`src/logic/mapper_pkg.sv`:
```
// What this block does
// - A page register picks which 16K flash block shows at 0x8000-0xBFFF.
// - CPU accesses inside the window use the current page to build the flash address.
// - Flash 0x4000-0x7FFF is reached directly and through the window at page 1.
// - The extended map spans 128K bytes as eight 16K pages.
// - The page register is read and written by software and by call and return.
// - Call stacks return address, pushes page, then loads new page and jumps on one edge.
// - Call takes its new page and window target from the instruction operands.
// - The call sequence cannot be interrupted and works between any two addresses.
// - Return pulls the page, then the 16-bit return address, then resumes there.
// - The return sequence cannot be interrupted and runs from any address.
// - A 17-bit linear pointer reaches every location of the extended flash map.
// - Linear data accesses advance the pointer or not, by data register used.
// - Software adds a two's-complement value to the pointer in hardware.
// - Pointer and data registers sit in direct page; word accesses reach any address.
// - After any reset the page register holds page 2.
// - Window addresses are page bits concatenated with CPU address bits 13 to 0.
// - Post-increment reads return the byte, writes store it, then the pointer increments.
// - Writing a signed byte to the adjust register adds it to the pointer.
`timescale 1ns/100ps
`default_nettype none

package mapper_pkg;

  // Address widths
  localparam int PAGE_W = 3;
  localparam int EXT_W  = 17;
  localparam int CPU_W  = 16;
  localparam int OFS_W  = 14;

  // Window decode on A15:A14
  localparam logic [1:0]        WIN_TAG     = 2'h2;
  localparam logic [PAGE_W-1:0] PAGE_RESET  = 3'h2;
  localparam logic [PAGE_W-1:0] ALIAS_PAGE  = 3'h1;

  // Register offsets in direct page
  localparam logic [7:0] OFS_PAGE  = 8'h00;
  localparam logic [7:0] OFS_PTR2  = 8'h01;
  localparam logic [7:0] OFS_PTR1  = 8'h02;
  localparam logic [7:0] OFS_PTR0  = 8'h03;
  localparam logic [7:0] OFS_LWP   = 8'h04;
  localparam logic [7:0] OFS_LBP   = 8'h05;
  localparam logic [7:0] OFS_LB    = 8'h06;
  localparam logic [7:0] OFS_ADJ   = 8'h07;

  // Pointer byte selects and reset
  localparam logic [1:0]       SEL_PTR0  = 2'h0;
  localparam logic [1:0]       SEL_PTR1  = 2'h1;
  localparam logic [1:0]       SEL_PTR2  = 2'h2;
  localparam logic [EXT_W-1:0] PTR_RESET = 17'h00000;
  localparam logic [EXT_W-1:0] PTR_STEP  = 17'h00001;

  // Stack frame of a paged call
  localparam logic [CPU_W-1:0] SP_ONE   = 16'h0001;
  localparam logic [CPU_W-1:0] SP_TWO   = 16'h0002;
  localparam logic [CPU_W-1:0] SP_FRAME = 16'h0003;

  typedef enum logic [6:0] {
    S_IDLE  = 7'h01,
    S_C_HI  = 7'h02,
    S_C_PG  = 7'h04,
    S_C_LD  = 7'h08,
    S_R_PCH = 7'h10,
    S_R_PCL = 7'h20,
    S_R_END = 7'h40
  } seq_state_e;

  // CPU address inside the paging window
  function automatic logic in_window(input logic [CPU_W-1:0] a);
    return a[15:14] == WIN_TAG;
  endfunction : in_window

  // Linear data registers reach flash through the pointer
  function automatic logic is_data_reg(input logic [7:0] a);
    return (a == OFS_LWP) || (a == OFS_LBP) || (a == OFS_LB);
  endfunction : is_data_reg

  // Data registers that step the pointer after the access
  function automatic logic is_postinc(input logic [7:0] a);
    return (a == OFS_LWP) || (a == OFS_LBP);
  endfunction : is_postinc

  // Window gets page:A13:A0, everything else zero-extended
  function automatic logic [EXT_W-1:0] map_addr(input logic [PAGE_W-1:0] pg,
                                                input logic [CPU_W-1:0]  a);
    if (in_window(a))
      return {pg, a[OFS_W-1:0]};
    return {1'b0, a};
  endfunction : map_addr

endpackage : mapper_pkg

////////////////////////////////////////////////////////////////////////////////

module linear_pointer_unit
  import mapper_pkg::*;
(
  input  wire logic                       clk,
  input  wire logic                       rst_b,
  input  wire logic                       ce,
  input  wire logic                       byte_wr,
  input  wire logic [1:0]                 byte_sel,
  input  wire logic [7:0]                 wr_data,
  input  wire logic                       step,
  input  wire logic                       adj_wr,
  output logic      [mapper_pkg::EXT_W-1:0] pointer
);

  logic [EXT_W-1:0] adj_ext;

  // Sign-extend the adjust byte to pointer width
  assign adj_ext = {{(EXT_W-8){wr_data[7]}}, wr_data};

  // Sums stay 17 bits so the pointer wraps by itself
  always_ff @(posedge clk)
  begin
    if (!rst_b)
      pointer <= PTR_RESET;
    else if (ce)
    begin
      if (adj_wr)
        pointer <= pointer + adj_ext;
      else if (step)
        pointer <= pointer + PTR_STEP;
      else if (byte_wr)
      begin
        case (byte_sel)
          SEL_PTR2: pointer[16] <= wr_data[0];
          SEL_PTR1: pointer[15:8] <= wr_data;
          SEL_PTR0: pointer[7:0] <= wr_data;
          default:  pointer <= pointer;
        endcase
      end
    end
  end

endmodule : linear_pointer_unit

`default_nettype wire

```
`src/logic/paged_memory_window_mapper.sv`:
```
// Implementation choices: the strobed register port and the register addresses.
`timescale 1ns/100ps
`default_nettype none

module paged_memory_window_mapper
  import mapper_pkg::*;
(
  input  wire logic                          clk,
  input  wire logic                          rst_b,
  input  wire logic                          ce,
  // Register port, direct page
  input  wire logic [7:0]                    reg_addr,
  input  wire logic [7:0]                    reg_wdata,
  input  wire logic                          reg_wr,
  input  wire logic                          reg_rd,
  output logic      [7:0]                    reg_rdata,
  // CPU memory access
  input  wire logic [mapper_pkg::CPU_W-1:0]  cpu_addr,
  input  wire logic                          cpu_rd,
  input  wire logic                          cpu_wr,
  input  wire logic [7:0]                    cpu_wdata,
  // Flash decode side
  output logic      [mapper_pkg::EXT_W-1:0]  ext_addr,
  output logic                               mem_rd,
  output logic                               mem_wr,
  output logic      [7:0]                    mem_wdata,
  input  wire logic [7:0]                    mem_rdata,
  // Paged call and return from the core
  input  wire logic                          call_req,
  input  wire logic [7:0]                    call_page,
  input  wire logic [mapper_pkg::CPU_W-1:0]  call_target,
  input  wire logic [mapper_pkg::CPU_W-1:0]  ret_addr,
  input  wire logic                          ret_req,
  input  wire logic [mapper_pkg::CPU_W-1:0]  sp,
  // Stack memory
  output logic                               stk_wr,
  output logic                               stk_rd,
  output logic      [mapper_pkg::CPU_W-1:0]  stk_addr,
  output logic      [7:0]                    stk_wdata,
  input  wire logic [7:0]                    stk_rdata,
  // Results to the core
  output logic                               pc_load,
  output logic      [mapper_pkg::CPU_W-1:0]  pc_value,
  output logic                               sp_load,
  output logic      [mapper_pkg::CPU_W-1:0]  sp_value,
  output logic                               irq_block,
  output logic      [mapper_pkg::PAGE_W-1:0] program_page_select,
  output logic      [mapper_pkg::EXT_W-1:0]  linear_pointer
);

  import mapper_pkg::*;

  seq_state_e        state;
  logic [CPU_W-1:0]  sp_q;
  logic [CPU_W-1:0]  target_q;
  logic [CPU_W-1:0]  ret_q;
  logic [PAGE_W-1:0] new_page_q;
  logic [7:0]        pch_q;
  logic              data_acc;
  logic              ptr_byte_wr;
  logic [1:0]        ptr_sel;
  logic              ptr_step;
  logic              ptr_adj;
  logic              sel_mem_q;
  logic [7:0]        rdata_q;
  logic [7:0]        next_rdata;

  //////////////////////////////////////////////////////////////////////////////
  // Linear pointer decode

  // A data register hit takes the flash port this cycle
  assign data_acc    = (reg_rd || reg_wr) && is_data_reg(reg_addr);
  assign ptr_step    = (reg_rd || reg_wr) && is_postinc(reg_addr);
  assign ptr_adj     = reg_wr && (reg_addr == OFS_ADJ);
  assign ptr_byte_wr = reg_wr && (reg_addr == OFS_PTR2 || reg_addr == OFS_PTR1 ||
                                  reg_addr == OFS_PTR0);
  assign ptr_sel     = (reg_addr == OFS_PTR2) ? SEL_PTR2 :
                       (reg_addr == OFS_PTR1) ? SEL_PTR1 : SEL_PTR0;

  linear_pointer_unit u_ptr
  (
    .clk      (clk),
    .rst_b    (rst_b),
    .ce       (ce),
    .byte_wr  (ptr_byte_wr),
    .byte_sel (ptr_sel),
    .wr_data  (reg_wdata),
    .step     (ptr_step),
    .adj_wr   (ptr_adj),
    .pointer  (linear_pointer)
  );

  //////////////////////////////////////////////////////////////////////////////
  // Page register

  // Sequencer loads beat software writes; only one happens per instruction
  always_ff @(posedge clk)
  begin
    if (!rst_b)
      program_page_select <= PAGE_RESET;
    else if (ce)
    begin
      if (state == S_C_LD)
        program_page_select <= new_page_q;
      else if (state == S_R_PCH)
        program_page_select <= stk_rdata[PAGE_W-1:0];
      else if (reg_wr && reg_addr == OFS_PAGE)
        program_page_select <= reg_wdata[PAGE_W-1:0];
    end
  end

  //////////////////////////////////////////////////////////////////////////////
  // Flash port

  // Registered so decode sees a clean address; pointer is sampled before its step
  always_ff @(posedge clk)
  begin
    if (!rst_b)
    begin
      ext_addr  <= PTR_RESET;
      mem_rd    <= 1'b0;
      mem_wr    <= 1'b0;
      mem_wdata <= 8'h00;
    end
    else if (ce)
    begin
      if (data_acc)
      begin
        ext_addr  <= linear_pointer;
        mem_rd    <= reg_rd;
        mem_wr    <= reg_wr;
        mem_wdata <= reg_wdata;
      end
      else
      begin
        ext_addr  <= map_addr(program_page_select, cpu_addr);
        mem_rd    <= cpu_rd;
        mem_wr    <= cpu_wr;
        mem_wdata <= cpu_wdata;
      end
    end
  end

  //////////////////////////////////////////////////////////////////////////////
  // Register read data

  // Narrow registers read zero above their width
  always_comb
  begin
    next_rdata = 8'h00;
    case (reg_addr)
      OFS_PAGE: next_rdata = {5'h00, program_page_select};
      OFS_PTR2: next_rdata = {7'h00, linear_pointer[16]};
      OFS_PTR1: next_rdata = linear_pointer[15:8];
      OFS_PTR0: next_rdata = linear_pointer[7:0];
      default:  next_rdata = 8'h00;
    endcase
  end

  // Data stands only in the cycle after the strobe
  always_ff @(posedge clk)
  begin
    if (!rst_b)
    begin
      rdata_q   <= 8'h00;
      sel_mem_q <= 1'b0;
    end
    else if (ce)
    begin
      rdata_q   <= reg_rd ? next_rdata : 8'h00;
      sel_mem_q <= reg_rd && is_data_reg(reg_addr);
    end
  end

  // Flash byte passes straight through so the port never waits
  assign reg_rdata = sel_mem_q ? mem_rdata : rdata_q;

  //////////////////////////////////////////////////////////////////////////////
  // Call and return sequencer

  // Interrupts held off for the whole frame
  assign irq_block = (state != S_IDLE);

  always_ff @(posedge clk)
  begin
    if (!rst_b)
    begin
      state      <= S_IDLE;
      sp_q       <= 16'h0000;
      target_q   <= 16'h0000;
      ret_q      <= 16'h0000;
      new_page_q <= 3'h0;
      pch_q      <= 8'h00;
      stk_wr     <= 1'b0;
      stk_rd     <= 1'b0;
      stk_addr   <= 16'h0000;
      stk_wdata  <= 8'h00;
      pc_load    <= 1'b0;
      pc_value   <= 16'h0000;
      sp_load    <= 1'b0;
      sp_value   <= 16'h0000;
    end
    else if (ce)
    begin
      stk_wr  <= 1'b0;
      stk_rd  <= 1'b0;
      pc_load <= 1'b0;
      sp_load <= 1'b0;
      case (state)
        S_IDLE:
        begin
          // Call wins if both arrive; requests while busy are not seen
          if (call_req)
          begin
            sp_q       <= sp;
            target_q   <= call_target;
            ret_q      <= ret_addr;
            new_page_q <= call_page[PAGE_W-1:0];
            stk_wr     <= 1'b1;
            stk_addr   <= sp;
            stk_wdata  <= ret_addr[7:0];
            state      <= S_C_HI;
          end
          else if (ret_req)
          begin
            sp_q     <= sp;
            stk_rd   <= 1'b1;
            stk_addr <= sp + SP_ONE;
            state    <= S_R_PCH;
          end
        end
        S_C_HI:
        begin
          stk_wr    <= 1'b1;
          stk_addr  <= sp_q - SP_ONE;
          stk_wdata <= ret_q[15:8];
          state     <= S_C_PG;
        end
        S_C_PG:
        begin
          stk_wr    <= 1'b1;
          stk_addr  <= sp_q - SP_TWO;
          stk_wdata <= {5'h00, program_page_select};
          state     <= S_C_LD;
        end
        S_C_LD:
        begin
          // New page and jump show together next cycle; both are loaded on the same edge
          pc_load  <= 1'b1;
          pc_value <= target_q;
          sp_load  <= 1'b1;
          sp_value <= sp_q - SP_FRAME;
          state    <= S_IDLE;
        end
        S_R_PCH:
        begin
          stk_rd   <= 1'b1;
          stk_addr <= sp_q + SP_TWO;
          state    <= S_R_PCL;
        end
        S_R_PCL:
        begin
          pch_q    <= stk_rdata;
          stk_rd   <= 1'b1;
          stk_addr <= sp_q + SP_FRAME;
          state    <= S_R_END;
        end
        S_R_END:
        begin
          pc_load  <= 1'b1;
          pc_value <= {pch_q, stk_rdata};
          sp_load  <= 1'b1;
          sp_value <= sp_q + SP_FRAME;
          state    <= S_IDLE;
        end
        default:
          state <= S_IDLE;
      endcase
    end
  end

  //////////////////////////////////////////////////////////////////////////////
  // Checks

  chk_page_reset: assert property (
    @(posedge clk) !rst_b |=> program_page_select == PAGE_RESET)
    else $error("page not reset to 2");

  chk_window_map: assert property (
    @(posedge clk) disable iff (!rst_b || !ce)
    (!data_acc && in_window(cpu_addr)) |=>
      ext_addr == {$past(program_page_select), $past(cpu_addr[13:0])})
    else $error("window address not paged");

  chk_outside_pass: assert property (
    @(posedge clk) disable iff (!rst_b || !ce)
    (!data_acc && !in_window(cpu_addr)) |=> ext_addr == {1'b0, $past(cpu_addr)})
    else $error("outside address altered");

  chk_alias_page: assert property (
    @(posedge clk) disable iff (!rst_b || !ce)
    (!data_acc && program_page_select == ALIAS_PAGE && in_window(cpu_addr)) |=>
      ext_addr == {1'b0, 2'h1, $past(cpu_addr[13:0])})
    else $error("page 1 does not alias direct flash");

  chk_ptr_step: assert property (
    @(posedge clk) disable iff (!rst_b || !ce)
    ptr_step |=> (linear_pointer == $past(linear_pointer) + PTR_STEP) &&
                 (ext_addr == $past(linear_pointer)))
    else $error("post-increment access wrong");

  chk_ptr_adjust: assert property (
    @(posedge clk) disable iff (!rst_b || !ce)
    ptr_adj |=> linear_pointer ==
      $past(linear_pointer) + {{9{$past(reg_wdata[7])}}, $past(reg_wdata)})
    else $error("pointer adjust wrong");

  chk_plain_byte: assert property (
    @(posedge clk) disable iff (!rst_b || !ce)
    (reg_rd && reg_addr == OFS_LB) |=> linear_pointer == $past(linear_pointer))
    else $error("plain byte access moved pointer");

  chk_call_order: assert property (
    @(posedge clk) disable iff (!rst_b || !ce)
    (state == S_IDLE && call_req) |=>
      (stk_wr && stk_wdata == $past(ret_addr[7:0])) ##1
      (stk_wr && stk_addr == sp_q - SP_ONE) ##1
      (stk_wr && stk_wdata == {5'h00, program_page_select} && !pc_load) ##1
      (program_page_select == new_page_q && pc_load &&
       pc_value == target_q))
    else $error("call sequence out of order");

  chk_ret_pulls: assert property (
    @(posedge clk) disable iff (!rst_b || !ce)
    (state == S_R_PCH) |=> (program_page_select == $past(stk_rdata[2:0])) ##2
      (pc_load && sp_value == sp_q + SP_FRAME))
    else $error("return sequence wrong");

  chk_irq_block: assert property (
    @(posedge clk) disable iff (!rst_b || !ce)
    (state == S_IDLE && (call_req || ret_req)) |=> irq_block [*3] ##1 !irq_block)
    else $error("sequence not shielded from interrupts");

endmodule : paged_memory_window_mapper

`default_nettype wire

```
`config.mk`:
```
export PLATFORM = sky130hd
export DESIGN_NAME = paged_memory_window_mapper
export DESIGN_NICKNAME = d
export VERILOG_FILES = /design/src/logic/mapper_pkg.sv /design/src/logic/paged_memory_window_mapper.sv
export SDC_FILE = /design/constraint.sdc
export NUM_CORES = 1
export LEC_CHECK = 0
export BUFFER_PORTS_ARGS = -buffer_cell sky130_fd_sc_hd__buf_2
export CAP_MARGIN = 20
export CELL_PAD_IN_SITES_DETAIL_PLACEMENT = 0
export CELL_PAD_IN_SITES_GLOBAL_PLACEMENT = 1
export CORE_UTILIZATION = 25
export DETAILED_ROUTE_END_ITERATION = 7
export PLACE_DENSITY_LB_ADDON = 0.15
export REMOVE_ABC_BUFFERS = 1
export SLEW_MARGIN = 20
export SYNTH_ARGS = -nofsm -noshare
export SYNTH_HDL_FRONTEND = slang
export SYNTH_SLANG_ARGS = --single-unit
```
`constraint.sdc`:
```
create_clock -name clk -period 4.72 [get_ports clk]
set_input_delay 0.944 -clock clk [delete_from_list [all_inputs] [get_ports clk]]
set_output_delay 0.944 -clock clk [all_outputs]
set_load 0.02 [all_outputs]
```
; ---- Word-level counts from Yosys, hierarchy flattened
; Index checks and enable logic that the tools add are counted.
; Widths: inputs -> output; s select.
[totals]
wordCells = 129
out_inout_bits = 116
regBits = 181
[op_classes]
muxes = 42
addsub = 8
reduce_logical = 36
eq_ne = 20
[op_table]
columns = op, count
row1 = $mux 17, 6
row2 = $pmux 16 s5, 1
row3 = $mux 16, 4
row4 = $pmux 16 s2, 2
row5 = $mux 8, 6
row6 = $pmux 7 s5, 1
row7 = $add 16x2->16 const B, 2
row8 = $eq 8x3->1 const B, 4
row9 = $pmux 8 s4, 1
row10 = $sub 16x2->16 const B, 2
row11 = $pmux 8 s3, 1
row12 = $reduce_and 3->1, 7
row13 = $reduce_bool 3->1, 6
row14 = $add 17x1->17 const B, 1
row15 = $add 17x17->17, 1
row16 = $add 16x1->16 const B, 1
row17 = $eq 8x2->1 const B, 2
row18 = $sub 16x1->16 const B, 1
row19 = $mux 7, 2
row20 = $mux 1, 12
row21 = $mux 3, 3
row22 = $eq 8x1->1 const B, 1
row23 = $logic_not 8->1, 1
row24 = $reduce_and 2->1, 4
row25 = other kinds (20), 34

; ---- Longest topological paths before layout
[depth]
depth_word = 9
ltp_mapped = 12
ltp_nobuf = 11

; ---- Cells and area by module
; Synthesis repeated with hierarchy kept, for this count alone.
[hier_totals]
hier_cells = 1369
area_unflattened_um2 = 10730.3
[by_module_without_submodules]
columns = module, instances, area_each_um2, cells_each
row1 = paged_memory_window_mapper, 1, 8653.3, 1094
row2 = linear_pointer_unit, 1, 2077.0, 275

; ---- Worst setup path after synthesis
; OpenSTA, ideal clock, no wires.
[synth_timing]
kind = flip-flop to flip-flop
startpoint = register state[0]
endpoint = register stk_addr[12] in the netlist's numbering
path_stages_with_launch = 10
arrival_ns = 3.241
n_path_buf = 0
path_slack_ns = 1.350
period_less_slack_ns = 3.370
cell_sequence = dfxtp_1 > nor3_1 > nand4_1 > ha_1 > or4_1 > nand3_1 > a31oi_1 > xor2_1 > a2111oi_0 > nor2_1
[synth_between]
elab_chain_len = 3
word_cells_on_any_way = 9
cone_classes = eq/ne (6) / mux (1) / reduce/logical (2)
[synth_rtl]
columns = element, line_no
row1 = "start, declared", paged_memory_window_mapper.sv:53  ; seq_state_e state;
row2 = "start signal, assigned", paged_memory_window_mapper.sv:188  ; state <= S_IDLE;
row3 = "start signal, assigned", paged_memory_window_mapper.sv:222  ; state <= S_C_HI;
row4 = "start signal, assigned", paged_memory_window_mapper.sv:229  ; state <= S_R_PCH;
row5 = $eq 7x1->1 (tied with other cells), paged_memory_window_mapper.sv:209  ; case (state)
row6 = $ne 3x3->1 (no line) or $reduce_bool 5->1 (tied branches), n/a
row7 = $reduce_and 3->1 (no line), n/a
row8 = "end signal, assigned", paged_memory_window_mapper.sv:220  ; stk_addr <= sp;
row9 = "end signal, assigned", paged_memory_window_mapper.sv:228  ; stk_addr <= sp + SP_ONE;
row10 = "end signal, assigned", paged_memory_window_mapper.sv:235  ; stk_addr <= sp_q - SP_ONE;
row11 = "end, declared", paged_memory_window_mapper.sv:38  ; output logic [mapper_pkg::CPU_W-1:0] stk_addr,
; Parallel ways exist; a longest one is shown, timed or not.
; A chain may end at the register's enable or synchronous reset.

; ---- Worst setup path in the final report
[layout_timing]
startpoint = register state[0]
endpoint = register stk_addr[11] in the netlist's numbering
; Same word-level chain as after synthesis.

==> results.py <==
metrics = {
    "yosys": {
        "synthFlopType": "sky130_fd_sc_hd__dfxtp_1",
        "synth_enable_flop_cells": 0,
        "ys_ff_latch": 173,
        "synthesis.instances": 1369,
        "synth_sequential_area_ratio_pct": 32.0,
        "synth_cell_types": 85,
        "syn_area_um2": 10800,
        "syn-mean-instance-area_um2": 7.91,
        "postSynth.asyncResetShare_pct": 0,
        "synth-warning-count": 0,
    },
    "routing": {
        "wl_per_cell_um": 19.1,
        "viasPerCell": 4.93,
        "drt-initial-drc-count": 600,
        "antenna_left": 0,
        "detailroute.via_count": 10540,
        "first_pass_iters": 7,
        "wl_mm": 40.9,
        "drc_errors": 0,
    },
    "clock_tree": {
        "tritoncts_buffer_count": 17,
        "cts_tree": "done",
        "h_tree_levels": 4,
        "worst_skew_pair.late_latency_ns": 0.47,
        "clk_root_buffer_cell": "sky130_fd_sc_hd__clkbuf_16",
        "clock_pin_transition_on_the_worst_setup_and_hold_timing_paths_ns": 0.07,
        "cts_hold_fix_bufs": 0,
        "cts_setup_buffers": 0,
        "clock_path_buffers": 2,
        "clock-sinks": 173,
        "quantity_of_gates_resized_following_cts": 0,
    },
    "run": {
        "max_cap_violations": 0,
    },
    "critical_path": {
        "path_buf_inv": 1,
        "timing.critical_path.from_type": "register",
        "critical_path_required_ns": 5.05,
        "critical-path-max-stage-delay_ns": 0.60,
        "r2r_setup_slack_ns": 1.23,
        "worst-endpoint-arrival_ns": 3.82,
        "cp_cell_sequence": "nor3_1, nand4_1, buf_4, ha_1, or4_1, o22ai_1, o21ai_0, xor2_1, a2111oi_0, nor2_1",
        "path_class": "reg2reg",
        "slowest_stage": "sky130_fd_sc_hd__a2111oi_0",
        "setup.worst_path.end_class": "register",
        "crit_family": "simple AND/OR/NAND/NOR gates",
        "worst-path-max-fanout": 19,
    },
    "placement": {
        "numPortBuffers": 231,
        "dpl.cell_count": 2102,
        "total_half_perimeter_wirelength_after_legalization_and_detailed_placement_mm": 29.8,
        "gpl.final_weighted_congestion": 0.829,
    },
    "finish": {
        "fillers": 4583,
        "area_delta_synth_final_pct": 20.6,
        "nets": 1700,
        "drive_above_1_share_pct": 20.4,
        "multi_input_comb_area_um2": 6880,
        "seqCellArea_um2": 3460,
        "layoutNonFillerInstCount": 2136,
    },
    "floorplanning": {
        "die-width_um": 210,
        "initial_core_util_pct": 25.6,
        "die_h_um": 210,
        "floorplan.die_area_um2": 44200,
        "placeable_core_region_um2": 42300,
        "io_pins": 237,
        "core.rowCount": 75,
    },
    "sta": {
        "grt_setup_unrepaired": "false",
        "max_clock_freq_mhz": 287,
        "slew_violations": 0,
        "finalWorstPathRequiredPeriod_ns": 3.49,
        "tns_ns": 0,
        "final.setup_skew_ns": 0.0133,
        "timing.final.crit_share_pct": 73.9,
        "worst_rel_slew_slack_pct": 33.0,
        "timing_hold_violations_final": 0,
        "setup_viol_count_final": 0,
        "tightest_slew_ns": 1.01,
    },
    "pwr": {
        "p_per_area_nw_per_um2": 292,
        "ir_drop_uv": 223,
        "leakage_nw": 5.37,
    },
    "global_routing": {
        "first_global_vias": 10107,
        "globalRouteTotalUtil_pct": 18.6,
        "wire_length_of_the_first_global_routing_pass_mm": 62.2,
        "grt_antenna_before_repair": 3,
        "gr-total-overflow": 0,
        "grt_max_degree": 56,
    },
    "run_status": {
        "outcome": "finished, final reports clean",
    },
    "worst_hold_path": {
        "worst_hold_path_type": "reg2reg",
    },
}
-- Yosys cell counts, drive strengths merged (28+ instances only) --
cell | count | area, um^2
ha | 33 | 413
xnor2 | 51 | 447
nand2 | 207 | 777
nand3 | 38 | 190
o21ai | 82 | 410
a21oi | 87 | 435
nor2b | 29 | 181
dfxtp | 173 | 3460
nor2 | 112 | 420
clkbuf | 75 | 285
a21boi | 37 | 278
xor2 | 28 | 245
mux2i | 57 | 571
-- layout by cell type, fill, tap and decap left out, drive strengths merged, types with 29 or more instances in the layout --
master and instances:
a21boi 37, a21oi 87, buf 255, dfxtp 173, ha 33, inv 33, mux2i 57, nand2 207
nand3 38, nor2 112, nor2b 29, o21ai 82, xnor2 51
-- tightest hold or removal path, stage by stage (launching register included) --
cell and delay (ns):
sky130_fd_sc_hd__dfxtp_1 0.31, sky130_fd_sc_hd__nand2_1 0.05, sky130_fd_sc_hd__a21oi_1 0.05
-- cells by family (layout without fill, tap and decap cells) --
kind of cell / count (synthesis) / after routing / synth area share [%]
flops: 173 / 173 / 32.0
simple gates: 501 / 501 / 21.7
compound gates: 388 / 388 / 24.4
buf+inv: 125 / 313 / 4.70
other cells: 0 / 2 / 0
fa+ha+maj: 35 / 35 / 4.18
mux: 68 / 68 / 6.66
xor+xnor: 79 / 79 / 6.39
-- state kept, by name, indices dropped and copies added (netlist names), 7 cells and up --
signal         flops
target_q          16
ret_q              8
u_ptr.pointer     17
sp_q              16
mem_wdata          8
stk_addr          16
rdata_q            8
state              7
sp_value          16
stk_wdata          8
pc_value          16
ext_addr          17
pch_q              8
-- layer usage --
layer,routed length [um],GRT usage (%),up-vias
li1,-,-,5283
met1,18900,24.2,4969
met2,19200,30.3,242
met3,2010,4.51,44
met4,787,5.49,2
met5,13,0,-
-- cell type report --
cell class | instances | area share [%]
multi-input cells | 1071 | 52.7
flip-flops and latches | 173 | 26.5
repair buffers | 255 | 10.3
well taps | 577 | 5.53
clock buffers | 17 | 3.26
clock inverters | 15 | 0.958
inverters | 26 | 0.747
diodes | 2 | 0.0383
-- power by group --
| part | total (mW) | switching, mW | leakage, nW | internal, mW |
|---|---|---|---|---|
| combinational | 0.813 | 0.488 | 3.70 | 0.325 |
| clock | 1.41 | 0.720 | 0.264 | 0.691 |
| sequential | 1.59 | 0.0708 | 1.41 | 1.52 |
| total | 3.82 | 1.28 | 5.37 | 2.54 |
-- path summary, 6_finish.rpt --
path | to | cells after the start | from
setup / recovery | stk_addr[11] | 10 | state[0]
hold / removal | sp_value[13] | 2 | sp_value[13]
hold reg to reg | sp_value[13] | 2 | sp_value[13]
setup reg to reg | stk_addr[11] | 10 | state[0]
-- stage by stage --
stage	cell area, um^2	power, mW	worst slack, ns	hold slack [ns]	utilization [%]
after floorplan	10400	2.12	0.606	0.435	-
after global placement	12500	2.44	1.13	0.441	29.5
after detailed placement	12500	2.45	1.10	0.444	29.5
after CTS	13100	3.88	1.04	0.453	30.8
after global routing	13100	4.02	0.912	0.484	30.8
final	13100	3.82	1.23	0.448	30.9
(Power assumes the default switching activity.)
